<file path="src/bci_pkg.sv">
// bci_pkg: constants, opcodes and carriers for the byte core execution subset
// assumes: one core clock, decoder supplies one instruction per issue pulse
package bci_pkg;

  // ****************************************
  // opcodes
  // ****************************************
  typedef enum logic [3:0] {
    BCI_OP_NONE     = 4'h0,
    BCI_OP_HALT     = 4'h1,
    BCI_OP_SUB_EXIT = 4'h2,
    BCI_OP_ROTR     = 4'h3,
    BCI_OP_LIT_SUB  = 4'h4,
    BCI_OP_FILE_SUB = 4'h5,
    BCI_OP_NIB_XCHG = 4'h6,
    BCI_OP_FILE_XOR = 4'h7,
    BCI_OP_LIT_XOR  = 4'h8
  } bci_op_e;

  // ****************************************
  // widths and reset values
  // ****************************************
  localparam int BCI_DW = 8;
  localparam int BCI_FADDR_W = 7;
  localparam int BCI_PC_W = 13;
  localparam int BCI_WDOG_W = 8;
  localparam int BCI_PRE_W = 8;
  localparam logic [7:0] BCI_WDOG_CLEAR = 8'h00;
  localparam logic [7:0] BCI_PRE_CLEAR = 8'h00;
  localparam logic [7:0] BCI_ACC_RST = 8'h00;
  localparam logic BCI_EXPIRY_N_RST = 1'b1;
  localparam logic BCI_PDOWN_N_RST = 1'b1;
  localparam logic BCI_READY_RST = 1'b1;
  localparam logic BCI_HALTED_RST = 1'b0;
  localparam logic BCI_DEST_ACC = 1'b0;
  localparam logic BCI_DEST_FILE = 1'b1;
  localparam int BCI_RET_CYCLES = 2;

  // ****************************************
  // carriers
  // ****************************************
  typedef struct packed {
    bci_op_e op;
    logic dest;
    logic [6:0] faddr;
    logic [7:0] lit;
  } bci_instr_s;

  typedef struct packed {
    logic carry;
    logic nib_borrow;
    logic zero;
  } bci_flags_s;

endpackage

</file>
<file path="src/bci_alu.sv">
// bci_alu: combinational result and flag logic for the subset
// assumes: operands are stable for the issue cycle
`timescale 1ns/1ps
`default_nettype none
module bci_alu
  import bci_pkg::*;
(
  // operation
  input wire bci_pkg::bci_op_e op,
  input wire logic [7:0] lit,
  // operands
  input wire logic [7:0] acc,
  input wire logic [7:0] fval,
  input wire bci_pkg::bci_flags_s flags_in,
  // results
  output logic [7:0] result,
  output bci_pkg::bci_flags_s flags_out
);
  // ****************************************
  // subtract, rotate, swap and xor results
  // ****************************************
  // minuend is the literal or the file value; carry out of the adder is the no-borrow flag
  wire logic [7:0] minuend = (op == BCI_OP_LIT_SUB) ? lit : fval;
  wire logic [8:0] diff = {1'b0, minuend} + {1'b0, ~acc} + 9'h001;
  wire logic [4:0] ndiff = {1'b0, minuend[3:0]} + {1'b0, ~acc[3:0]} + 5'h01;
  wire logic [7:0] rot = {flags_in.carry, fval[7:1]};
  wire logic [7:0] swp = {fval[3:0], fval[7:4]};
  wire logic [7:0] xf = acc ^ fval;
  wire logic [7:0] xl = acc ^ lit;
  wire logic is_sub = (op == BCI_OP_LIT_SUB) || (op == BCI_OP_FILE_SUB);
  wire logic is_xor = (op == BCI_OP_FILE_XOR) || (op == BCI_OP_LIT_XOR);

  assign result = is_sub ? diff[7:0] :
                  (op == BCI_OP_ROTR) ? rot :
                  (op == BCI_OP_NIB_XCHG) ? swp :
                  (op == BCI_OP_FILE_XOR) ? xf :
                  (op == BCI_OP_LIT_XOR) ? xl : acc;

  // ****************************************
  // flags
  // ****************************************
  assign flags_out.carry = is_sub ? diff[8] :
                           (op == BCI_OP_ROTR) ? fval[0] : flags_in.carry;
  assign flags_out.nib_borrow = is_sub ? ndiff[4] : flags_in.nib_borrow;
  assign flags_out.zero = (is_sub || is_xor) ? (result == 8'h00) : flags_in.zero;
endmodule
`default_nettype wire

</file>
<file path="src/bci_core.sv">
// bci_core: execution of the halt, return, rotate, subtract, swap and xor subset
// assumes: decoder issues one instruction per issue pulse while ready is high;
// file register read data is combinational on faddr; the stack pops on pop pulse
//
// Chosen here: strobed register access and the register addresses.
`timescale 1ns/1ps
`default_nettype none
module bci_core
  import bci_pkg::*;
(
  // clock and reset
  input wire logic clk,
  input wire logic resetn,
  // instruction issue
  input wire logic issue,
  input wire bci_pkg::bci_instr_s instr,
  output logic ready,
  // file registers
  output logic [6:0] file_addr,
  input wire logic [7:0] file_rdata,
  output logic file_we,
  output logic [7:0] file_wdata,
  // return stack
  input wire logic [12:0] stack_top_entry,
  output logic stack_pop,
  output logic pc_load,
  output logic [12:0] pc_value,
  // architectural state
  output logic [7:0] acc,
  output bci_pkg::bci_flags_s flags,
  output logic watchdog_expiry_flag_n,
  output logic power_down_flag_n,
  output logic [7:0] watchdog_counter,
  output logic [7:0] watchdog_prescaler,
  output logic halted,
  output logic osc_run
);
  import bci_pkg::*;

  // ****************************************
  // sequencing
  // ****************************************
  typedef enum logic [1:0] {
    BCI_ST_RUN = 2'b00,
    BCI_ST_RET2 = 2'b01,
    BCI_ST_HALT = 2'b10
  } bci_state_e;

  bci_state_e st_r;
  bci_state_e st_nxt;
  logic [7:0] acc_r;
  bci_flags_s flags_r;
  logic exp_n_r;
  logic pdown_n_r;
  logic [7:0] wdog_r;
  logic [7:0] pre_r;
  // status outputs are registered copies of the next state, so ports come from flops
  logic rdy_r;
  logic hlt_r;
  logic osc_r;
  logic fwe_r;
  logic [7:0] fwd_r;
  logic [6:0] fad_r;
  logic pop_r;
  logic pcl_r;
  logic [12:0] pcv_r;

  // only the run state accepts work; halt is final until reset
  wire logic go = issue && (st_r == BCI_ST_RUN);
  wire logic do_halt = go && (instr.op == BCI_OP_HALT);
  wire logic do_ret = go && (instr.op == BCI_OP_SUB_EXIT);
  wire logic dest_sel = (instr.op == BCI_OP_ROTR) || (instr.op == BCI_OP_FILE_SUB) ||
                        (instr.op == BCI_OP_NIB_XCHG) || (instr.op == BCI_OP_FILE_XOR);
  wire logic to_file = dest_sel && (instr.dest == BCI_DEST_FILE);
  wire logic to_acc = (dest_sel && (instr.dest == BCI_DEST_ACC)) ||
                      (instr.op == BCI_OP_LIT_SUB) || (instr.op == BCI_OP_LIT_XOR);
  wire logic alu_op = dest_sel || (instr.op == BCI_OP_LIT_SUB) || (instr.op == BCI_OP_LIT_XOR);
  wire logic [7:0] alu_res;
  bci_flags_s alu_flags;

  bci_alu u_alu (
    .op(instr.op),
    .lit(instr.lit),
    .acc(acc_r),
    .fval(file_rdata),
    .flags_in(flags_r),
    .result(alu_res),
    .flags_out(alu_flags)
  );

  always_comb begin
    case (st_r)
      BCI_ST_RUN: begin
        if (do_halt) begin
          st_nxt = BCI_ST_HALT;
        end else if (do_ret) begin
          st_nxt = BCI_ST_RET2;
        end else begin
          st_nxt = BCI_ST_RUN;
        end
      end
      BCI_ST_RET2: st_nxt = BCI_ST_RUN;
      BCI_ST_HALT: st_nxt = BCI_ST_HALT;
      default: st_nxt = BCI_ST_RUN;
    endcase
  end

  // ****************************************
  // state registers
  // ****************************************
  always_ff @(posedge clk or negedge resetn) begin
    if (!resetn) begin
      st_r <= BCI_ST_RUN;
      rdy_r <= BCI_READY_RST;
      hlt_r <= BCI_HALTED_RST;
      osc_r <= !BCI_HALTED_RST;
    end else begin
      st_r <= st_nxt;
      rdy_r <= (st_nxt == BCI_ST_RUN);
      hlt_r <= (st_nxt == BCI_ST_HALT);
      osc_r <= (st_nxt != BCI_ST_HALT);
    end
  end

  // accumulator and flags; flags untouched by exit, halt and swap
  always_ff @(posedge clk or negedge resetn) begin
    if (!resetn) begin
      acc_r <= BCI_ACC_RST;
      flags_r <= '0;
    end else if (go && alu_op) begin
      if (to_acc) begin
        acc_r <= alu_res;
      end
      flags_r <= alu_flags;
    end
  end

  // watchdog clear and status bits on halt
  always_ff @(posedge clk or negedge resetn) begin
    if (!resetn) begin
      wdog_r <= BCI_WDOG_CLEAR;
      pre_r <= BCI_PRE_CLEAR;
      exp_n_r <= BCI_EXPIRY_N_RST;
      pdown_n_r <= BCI_PDOWN_N_RST;
    end else if (do_halt) begin
      wdog_r <= BCI_WDOG_CLEAR;
      pre_r <= BCI_PRE_CLEAR;
      exp_n_r <= 1'b1;
      pdown_n_r <= 1'b0;
    end
  end

  // file write-back and stack pop, each a one-cycle pulse
  always_ff @(posedge clk or negedge resetn) begin
    if (!resetn) begin
      fwe_r <= 1'b0;
      fwd_r <= 8'h00;
      fad_r <= 7'h00;
      pop_r <= 1'b0;
      pcl_r <= 1'b0;
      pcv_r <= 13'h0000;
    end else begin
      fwe_r <= go && to_file;
      fwd_r <= alu_res;
      fad_r <= instr.faddr;
      pop_r <= do_ret;
      pcl_r <= do_ret;
      if (do_ret) begin
        pcv_r <= stack_top_entry;
      end
    end
  end

  // ****************************************
  // outputs
  // ****************************************
  // file_addr is the live read address so the operand arrives in the issue cycle
  assign file_addr = (st_r == BCI_ST_RUN) ? instr.faddr : fad_r;
  assign ready = rdy_r;
  assign file_we = fwe_r;
  assign file_wdata = fwd_r;
  assign stack_pop = pop_r;
  assign pc_load = pcl_r;
  assign pc_value = pcv_r;
  assign acc = acc_r;
  assign flags = flags_r;
  assign watchdog_expiry_flag_n = exp_n_r;
  assign power_down_flag_n = pdown_n_r;
  assign watchdog_counter = wdog_r;
  assign watchdog_prescaler = pre_r;
  assign halted = hlt_r;
  assign osc_run = osc_r;
endmodule
`default_nettype wire

</file>
<file path="config.mk">
export PLATFORM = sky130hd
export DESIGN_NAME = bci_core
export DESIGN_NICKNAME = d
export VERILOG_FILES = /design/src/bci_pkg.sv /design/src/bci_alu.sv /design/src/bci_core.sv
export SDC_FILE = /design/constraint.sdc
export NUM_CORES = 1
export LEC_CHECK = 0
export ABC_AREA = 1
export BUFFER_PORTS_ARGS = -buffer_cell sky130_fd_sc_hd__buf_2
export CAP_MARGIN = 5
export CELL_PAD_IN_SITES_DETAIL_PLACEMENT = 1
export CELL_PAD_IN_SITES_GLOBAL_PLACEMENT = 2
export CORE_AREA = 5 5 119 121
export CTS_CLUSTER_SIZE = 30
export DETAILED_ROUTE_END_ITERATION = 7
export DIE_AREA = 0 0 124 126
export GPL_ROUTABILITY_DRIVEN = 0
export PLACE_DENSITY_LB_ADDON = 0.1
export SYNTH_ARGS = -nofsm -noshare
export SYNTH_HDL_FRONTEND = slang
export SYNTH_HIERARCHICAL = 1
export SYNTH_SLANG_ARGS = --single-unit
</file>
<file path="constraint.sdc">
create_clock -name clk -period 2.7 [get_ports clk]
set_input_delay 0.27 -clock clk [delete_from_list [all_inputs] [get_ports clk]]
set_output_delay 0.27 -clock clk [all_outputs]
set_load 0.01 [all_outputs]
</file>
==> flow_summary.toml, run 1 <==
[sta]
fmax_mhz = 415
whs_ps = 96.6
finalHoldViolCount = 0
setup_viol_count_final = 0
period_needed_ps = 2410
slew_viol_final = 0
fin_crit_sh_pct = 89.2
worst_slack_ps = 292
slew_headroom_pct = 29.4
max_slew.worst_pin.slew_ps = 1060
final.setup_skew_ps = 5.60
rsz0062_at_grt = "false"
tns_ps = 0

[clocking]
cts_hold_buf = 0
cts_setup_buffers = 0
clk_transition_reported_paths_ps = 70
clock_sinks = 47
cts_tree = "built"
clock-root-buffer = "clkbuf_16"
clk_latency_ps = 290
cts_buffer_depth = 2
cts_resized = 0
numCtsBuffers = 5
cts_max_level = 2

[global_route]
use_met1_pct = 19.0
busiest_layer = "met2"
grt_pass1_vias = 3307
antenna_found_initial = 0
met2_usage_pct = 24.7
grt_pass1_wl_um = 17600
gr-total-overflow = 0
grt_max_degree = 48
grtUsageTotal_pct = 14.4
grtUsageMet3_pct = 2.51

[drt]
viasPerCell = 4.38
dr.first_iter.drc_count = 117
first_pass_iters = 4
wl_per_cell_um = 15.3
routed_wl_um = 11100
route.detailed.drc = 0
vias = 3197
detail-route-antenna-nets = 0

[finish]
antennaDiodeCount = 0
final_common_cell = "nand2_1"
drive_above_1_share_pct = 26.4
nets = 606
design_area_mm2 = 0.00398
final_cell_mix = "nand2_1, buf_2, inv_1"
fillers = 1689
final_util_pct = 30.6
area_growth_pct = 26.2

[setup_path]
start_kind = "primary input"
required_ps = 2930
end_kind = "flip-flop"
arrival_ps = 2640
crit_fanout = 8
criticalPathCategory = "in -> reg"
reg2reg_slack_ps = 500

[synth]
ys_types = 35
syn_area_mm2 = 0.00315
yosysWarningCount = 6
synth.avg_cell_area_um2 = 7.02
synthArstFlopShare_pct = 100
synth-seq-cells = 47
synth_edf_count = 0
netlist_instances = 449
ys_seq_area_share_pct = 37.5
ys.flop_type = "dfrtp_1"

[floorplan]
core_area_mm2 = 0.0130
die_w_um = 124
ios = 107
initial_core_util_pct = 24.3
die_area_mm2 = 0.0156
rows = 42
die_h_um = 126

[pwr]
p_leak_nw = 2.30
p_per_area_mw_per_mm2 = 676
worst_ir_drop_vdd_mv = 0.269

[place]
dp.final_hpwl_um = 9080
post_dp_cell_area_mm2 = 0.00382
pre_cts_ws_ps = -31.9
port_buffers = 89

[run]
drv_cap = 0

[hold_path]
hold_path.class = "in -> reg"

[run_status]
status = "finished, final reports clean"
[synthesized netlist by cell type (2+ instances only)]
cell / number / share of area, %
o21bai_1: 3 / 0.71
ha_1: 8 / 3.2
dfrtp_1: 44 / 35
inv_1: 53 / 6.3
buf_2: 6 / 0.95
a21oi_1: 15 / 2.4
buf_4: 19 / 4.5
nand3_1: 48 / 7.6
conb_1: 2 / 0.24
nand2_1: 161 / 19
nand3b_1: 2 / 0.48
nor2_2: 4 / 0.79
nor2_1: 16 / 1.9
nand2_2: 11 / 2.2
o21ai_0: 20 / 3.2
dfstp_2: 3 / 2.5
nand3_4: 2 / 1.1
nor3_1: 2 / 0.32
nand4_1: 12 / 2.4
inv_2: 3 / 0.36
[per-layer routing]
metal,vias to the layer above,share of wire [%]
li1,1595,-
met1,1525,47
met2,66,48
met3,11,3.6
met4,0,1.6
met5,-,0
[logic make-up (layout without fill, tap and decap cells)]
kind of cell | after synthesis | after routing | share of synthesized area (%)
AO/OA/AOI/OAI | 41 | 41 | 6.95
XOR/XNOR | 2 | 2 | 0.556
adder cells (fa/ha/maj) | 9 | 9 | 3.81
buffers and inverters | 86 | 176 | 13.7
flip-flops | 47 | 47 | 37.5
multiplexers | 1 | 1 | 0.357
other | 2 | 17 | 0.238
AND/OR/NAND/NOR | 261 | 261 | 36.9
[report_power, final]
part	internal (mW)	leakage (nW)	switching, mW
registers	0.859	0.592	0.0916
logic	0.412	1.63	0.678
clock network	0.353	0.0723	0.292
total	1.62	2.30	1.06
[final timing paths]
path,start,to,cells after the start
worst max-delay path,instr[16],flags[0],17
worst min-delay path,instr[11],fad_r[3],1
worst max register to register,acc[0],flags[0],12
worst min register to register,power_down_flag_n,power_down_flag_n,1
max in group asynchronous,resetn,acc[4],1
min in group asynchronous,resetn,acc[1],1
[registers in the layout, indices dropped and copies added (netlist names)]
name	cells
acc	8
fad_r	7
file_wdata	8
file_we	1
flags	3
halted	1
osc_run	1
pc_load	1
pc_value	13
power_down_flag_n	1
ready	1
st_r	2
[critical path, stage by stage]
cell,delay (ps)
buf_2,100
nor2_1,130
nand2_1,230
nand2_1,120
o21ai_0,90
ha_1,230
fa_1,420
inv_1,110
nand4_1,100
nand3_1,130
xnor2_1,140
nand2_1,80
a21oi_1,170
nand3_1,90
nand2_1,60
nand3_1,70
nand2_1,70
[stage by stage]
step | power [mW] | instances
final | 2.69 | 730
after global routing | 2.93 | 730
after CTS | 2.74 | 730
after detailed placement | 2.08 | 722
after global placement | 2.07 | 722
after floorplan | 1.62 | 464
[layout make-up]
cell class	count	area, um2	share of cell area, %
Timing Repair Buffer	110	603	15.2
Clock buffer	5	125	3.15
Clock inverter	3	27.5	0.692
Tap cell	176	220	5.54
Sequential cell	47	1180	29.7
Inverter	58	225	5.67
Multi-Input combinational cell	331	1590	40.1
No activity file was read; power rests on OpenSTA's default activity.
==> run 2, diff against run 1 <==
--- a/config.mk
+++ b/config.mk
@@ -10,10 +10,10 @@
 export CAP_MARGIN = 5
 export CELL_PAD_IN_SITES_DETAIL_PLACEMENT = 1
 export CELL_PAD_IN_SITES_GLOBAL_PLACEMENT = 2
-export CORE_AREA = 5 5 119 121
+export CORE_AREA = 2 2 112 114
 export CTS_CLUSTER_SIZE = 30
 export DETAILED_ROUTE_END_ITERATION = 7
-export DIE_AREA = 0 0 124 126
+export DIE_AREA = 0 0 114 116
 export GPL_ROUTABILITY_DRIVEN = 0
 export PLACE_DENSITY_LB_ADDON = 0.1
 export SYNTH_ARGS = -nofsm -noshare
==> run 2 against run 1 <==
Register-to-register slack hardly changed. Sequential cell count is the same. Clock skew up 3.4 ps. Largest cell class unchanged.
==> flow_summary.toml, run 2 (synthesized netlist as in run 1, its figures left out) <==
[run_status]
status = "finished, final reports clean"

[finish]
final_common_cell = "nand2_1"
drive_above_1_share_pct = 25.9
largest_reg_flops = 13
final_cell_mix = "nand2_1, buf_2, inv_1"
area_growth_pct = 24.3
fin_cells = 699
nets = 604
antennaDiodeCount = 0
design_area_mm2 = 0.00392

[global_route]
grtUsageMet3_pct = 2.77
busiest_layer = "met2"
grt_max_degree = 48
gr-total-overflow = 0
grtUsageTotal_pct = 16.5
met2_usage_pct = 27.6
antenna_found_initial = 0
grt_pass1_wl_um = 17000
use_met1_pct = 22.0
grt_pass1_vias = 3247

[setup_path]
cp_top_family = "simple AND/OR/NAND/NOR gates"
end_kind = "flip-flop"
critPathMostFrequentCell = "nand2_1"
rr_startpoint = "acc[0]"
worstSetupStartpoint = "instr[16]"
r2r-end = "flags[0]"
criticalPathCategory = "in -> reg"
crit_chain = "buf_2, nor2_1, nand2_1, o21ai_0, inv_1, fa_1, inv_1, nand4_1, nand3_1, xnor2_1, nand2_1, a21oi_1, nand3_1, nand2_1, nand3_1, nand2_1"
reg2reg_slack_ps = 500
crit_fanout = 8
arrival_ps = 2570
start_kind = "primary input"
path_buf_inv = 3
crit_slowest_cell = "fa_1"
required_ps = 2940
slowest_delay_ps = 430
setup.worst_path.end = "flags[0]"
ff2ff_path_depth = 12
cp.depth = 16

[drt]
viasPerCell = 4.60
wl_per_cell_um = 15.1
routed_wl_um = 10600
route.detailed.drc = 0
dr.first_iter.drc_count = 153
detail-route-antenna-nets = 0
first_pass_iters = 4
vias = 3212

[floorplan]
initial_core_util_pct = 26.4
ios = 107
rows = 40
die_area_mm2 = 0.0132
die_h_um = 116
die_w_um = 114
core_area_mm2 = 0.0119

[place]
dp_cells = 691
port_buffers = 89
post_dp_cell_area_mm2 = 0.00377
pre_cts_ws_ps = 9.16
dp.final_hpwl_um = 8520

[clocking]
cts_tree = "built"
cts_hold_buf = 0
cts_setup_buffers = 0
cts_buffer_depth = 2
cts_resized = 0
clk_latency_ps = 290
clock_sinks = 47
clk_transition_reported_paths_ps = 70
numCtsBuffers = 5
clock-root-buffer = "clkbuf_16"
cts_max_level = 2

[sta]
tns_ps = 0
max_slew.worst_pin.slew_ps = 1050
rsz0062_at_grt = "false"
fmax_mhz = 428
worst_slack_ps = 363
slew_viol_final = 0
setup_viol_count_final = 0
period_needed_ps = 2340
final.setup_skew_ps = 8.98
slew_headroom_pct = 30.0
finalHoldViolCount = 0
fin_crit_sh_pct = 86.5

[pwr]
power_switching_mw = 1.03
p_int_mw = 1.62
switching_share_pct = 39.0
p_leak_nw = 2.28
p_seq_share_pct = 36.0
pwr-share-comb_pct = 40.7
worst_ir_drop_vdd_mv = 0.312
power_frac_clock_pct = 23.3
p_per_area_mw_per_mm2 = 676
finalPower_mw = 2.65

[hold_path]
hold_path.class = "in -> reg"
holdCritStartpoint = "instr[10]"

[run]
drv_cap = 0
-- run 2: cell count changes in the layout (fill, tap and decap cells not counted), sizes merged --
cell    previous run  this run
buf              110       108
clkbuf             5         6
inv               59        58
-- run 2: metrics by stage --
step	utilization [%]	hold WS, ps
6_report	32.9	96.4
5_1_grt	32.9	87.8
4_1_cts	32.9	87.2
3_5_place_dp	31.7	394
3_3_place_gp	31.7	393
2_1_floorplan	-	-25.6
-- run 2: area by class of cell --
| class | count | area, um2 |
|---|---|---|
| Fill cell | 1522 | 8000 |
| Multi-Input combinational cell | 331 | 1590 |
| Clock buffer | 6 | 129 |
| Sequential cell | 47 | 1180 |
| Tap cell | 147 | 184 |
| Inverter | 58 | 225 |
| Timing Repair Buffer | 108 | 588 |
| Clock inverter | 2 | 16.3 |
-- run 2: routing by layer --
| layer | up-vias | share of wire [%] |
|---|---|---|
| li1 | 1588 | - |
| met1 | 1531 | 46 |
| met2 | 75 | 48 |
| met3 | 18 | 3.7 |
| met4 | 0 | 2.2 |
| met5 | - | 0 |
-- run 2: how the worst min path moves through the flow --
| stage | endpoint | depth (start not counted) |
|---|---|---|
| floorplan | acc[0] | 0 |
| global placement | fad_r[2] | 1 |
| detailed placement | fad_r[2] | 1 |
| CTS | fad_r[2] | 1 |
| global route | fad_r[2] | 1 |
| finish | fad_r[2] | 1 |
-- run 2: power by group through the flow --
stage / Clock (mW) / Sequential (mW) / Combinational, mW
6_report: 0.616 / 0.953 / 1.08
5_1_grt: 0.666 / 0.977 / 1.25
4_1_cts: 0.642 / 0.958 / 1.10
3_5_place_dp: 0 / 0.968 / 1.10
3_3_place_gp: 0 / 0.967 / 1.09
2_1_floorplan: 0 / 1.02 / 0.597
==> run 3, diff against run 2 <==
--- a/config.mk
+++ b/config.mk
@@ -5,15 +5,14 @@
 export SDC_FILE = /design/constraint.sdc
 export NUM_CORES = 1
 export LEC_CHECK = 0
-export ABC_AREA = 1
 export BUFFER_PORTS_ARGS = -buffer_cell sky130_fd_sc_hd__buf_2
 export CAP_MARGIN = 5
 export CELL_PAD_IN_SITES_DETAIL_PLACEMENT = 1
 export CELL_PAD_IN_SITES_GLOBAL_PLACEMENT = 2
-export CORE_AREA = 2 2 112 114
+export CORE_AREA = 2 2 126 91
 export CTS_CLUSTER_SIZE = 30
 export DETAILED_ROUTE_END_ITERATION = 7
-export DIE_AREA = 0 0 114 116
+export DIE_AREA = 0 0 128 93
 export GPL_ROUTABILITY_DRIVEN = 0
 export PLACE_DENSITY_LB_ADDON = 0.1
 export SYNTH_ARGS = -nofsm -noshare
==> run 3 against run 2 <==
The flow now finishes with violations (negative setup slack). Worst hold slack improved by 1.1 ps. Sequential power rose by 10%. Final cell count is 15% lower. Clock power up 17%. Area after synthesis is 0.60% lower. Largest cell class unchanged.
==> flow_summary.toml, run 3 <==
[run_status]
status = "complete, but fails checks"
violations = "negative setup slack"

[floorplan]
rows = 32
initial_core_util_pct = 29.2
die_h_um = 93
core_area_mm2 = 0.0107
die_area_mm2 = 0.0119
ios = 107
die_w_um = 128

[synth]
netlist_instances = 310
ys.flop_type = "dfrtp_1"
yosysMostFrequentCell = "dfrtp_1"
synth.area.top_cells = "dfrtp_1, mux2_2, buf_4"
synth-seq-cells = 47
yosysWarningCount = 6
netlist_top_cells_count = "dfrtp_1, mux2_2, buf_4, inv_1, nor2_1"
synth.avg_cell_area_um2 = 10.1
syn_area_mm2 = 0.00313
yosysTopAreaCellShare_pct = 35.2
yosys.area.top_type = "dfrtp_1"
ys_seq_area_share_pct = 37.7
synth_edf_count = 0
ys_types = 68
synthArstFlopShare_pct = 100

[clocking]
numCtsBuffers = 5
cts_max_level = 2
clk_transition_reported_paths_ps = 70
clk_latency_ps = 290
clock_sinks = 47
clock-root-buffer = "clkbuf_16"
cts_tree = "built"
cts_buffer_depth = 2

[drt]
vias = 2958
first_pass_iters = 4
detail-route-antenna-nets = 0
viasPerCell = 4.97
wl_per_cell_um = 18.3
dr.first_iter.drc_count = 147
route.detailed.drc = 0
routed_wl_um = 10900

[finish]
area_growth_pct = 46.7
largest_reg_flops = 13
fin_cells = 595
antennaDiodeCount = 0
nets = 511
final_cell_mix = "buf_2, buf_4, dfrtp_1"
drive_above_1_share_pct = 54.2
fillers = 1252
final_common_cell = "buf_2"
design_area_mm2 = 0.00460

[setup_path]
crit_fanout = 8
crit_chain = "buf_6, or3b_4, nor2_4, buf_12, buf_6, mux2_4, ha_4, nor2b_4, a21oi_2, a21oi_2, or4_4, or4_4, o31ai_4, mux2_4"
slowest_delay_ps = 530
start_kind = "primary input"
arrival_ps = 3380
reg2reg_slack_ps = 60
required_ps = 2940
end_kind = "flip-flop"
criticalPathCategory = "in -> reg"
crit_slowest_cell = "or4_4"

[place]
port_buffers = 89
dp_cells = 579
pre_cts_ws_ps = -861
post_dp_cell_area_mm2 = 0.00418
dp.final_hpwl_um = 8380

[pwr]
p_per_area_mw_per_mm2 = 894
worst_ir_drop_vdd_mv = 0.267
p_leak_nw = 2.22
finalPower_mw = 4.11

[sta]
slew_viol_final = 0
setup_viol_count_final = 5
fmax_mhz = 318
period_needed_ps = 3140
worst_slack_ps = -441
fin_crit_sh_pct = 116
max_slew.worst_pin.slew_ps = 826
finalHoldViolCount = 0
rsz0062_at_grt = "true"
final.setup_skew_ps = 6.84
slew_headroom_pct = 45.0

[hold_path]
hold_path.class = "in -> reg"

[run]
drv_cap = 0

[global_route]
antenna_found_initial = 0
grt_pass1_vias = 3012
gr-total-overflow = 0
grt_pass1_wl_um = 17200
grt_max_degree = 31
grtUsageTotal_pct = 18.7
==> run 3: changes by cell type after synthesis, moves of 10 or more <==
cell | previous run | this run
inv_1 | 53 | 18
mux2_2 | 1 | 29
nand2_1 | 161 | 14
nand2_2 | 11 | 0
nand3_1 | 48 | 8
nand4_1 | 12 | 1
o21ai_0 | 20 | 10
==> run 3: routing by layer <==
layer  vias to the layer above  wire length (um)  GRT usage (%)
li1                       1396                 -              -
met1                      1442              5540           29.3
met2                       114              4640           26.7
met3                         6               659           3.89
met4                         0                61           2.75
met5                         -                 0              0
==> run 3: what timing repair did <==
item / CTS / global route
buffers inserted: 6 / 4
gates resized for setup: 26 / 16
hold buffers: 1 / 0
pin swaps: 14 / 6
endpoints found under the setup margin: 6 / 8
hold endpoints to repair: 17 / 0
==> run 3: kinds of logic (layout without fill, tap and decap cells) <==
kind of cell / after synthesis / in the layout / synth area share [%]
AOI/OAI and AO/OA: 68 / 68 / 15.4
xor gates and xnor gates: 5 / 5 / 1.40
adders and majority gates: 10 / 10 / 4.16
buffers and inverters: 51 / 185 / 9.51
DFF: 47 / 47 / 37.7
muxes: 41 / 41 / 15.5
other: 2 / 17 / 0.240
and+or+nand+nor: 86 / 86 / 16.1
==> run 3: report_power, final <==
part,internal [mW],switching (mW),leakage [nW],total [mW]
Sequential,0.919,0.128,0.573,1.05
Clock,0.437,0.284,0.0838,0.721
Combinational,1.23,1.11,1.56,2.34
==> run 3: area by class of cell <==
class / instances / area (um2) / area share [%]
clock buffers: 5 / 125 / 2.72
multi-input cells: 227 / 1980 / 43.1
clock inverters: 3 / 43.8 / 0.953
repair buffers: 159 / 1030 / 22.4
inverters: 18 / 67.6 / 1.47
well taps: 136 / 170 / 3.70
flip-flops and latches: 47 / 1180 / 25.7
==> run 3: final timing paths <==
check,from,to,depth (start not counted)
hold reg to reg,power_down_flag_n,power_down_flag_n,2
hold / removal,instr[9],fad_r[1],1
setup reg to reg,acc[0],flags[0],10
max in group asynchronous,resetn,power_down_flag_n,3
setup / recovery,instr[17],flags[0],14
min in group asynchronous,resetn,file_wdata[6],2
==> run 3: worst max-delay path, delay by kind of cell <==
family | cells | cell delay [ps]
and+or+nand+nor | 5 | 1620
AOI/OAI and AO/OA | 3 | 440
buffers and inverters | 3 | 350
muxes | 2 | 470
adders and majority gates | 1 | 220
==> run 3: through the flow <==
| stage | util (%) | setup TNS, ps | hold WS, ps |
|---|---|---|---|
| 2_1_floorplan | - | -2000 | -25.6 |
| 3_3_place_gp | 38.9 | -4330 | 225 |
| 3_5_place_dp | 38.9 | -4930 | 240 |
| 4_1_cts | 42.0 | -791 | 88.5 |
| 5_1_grt | 42.8 | -1540 | 89.9 |
| 6_report | 42.8 | -1200 | 97.5 |
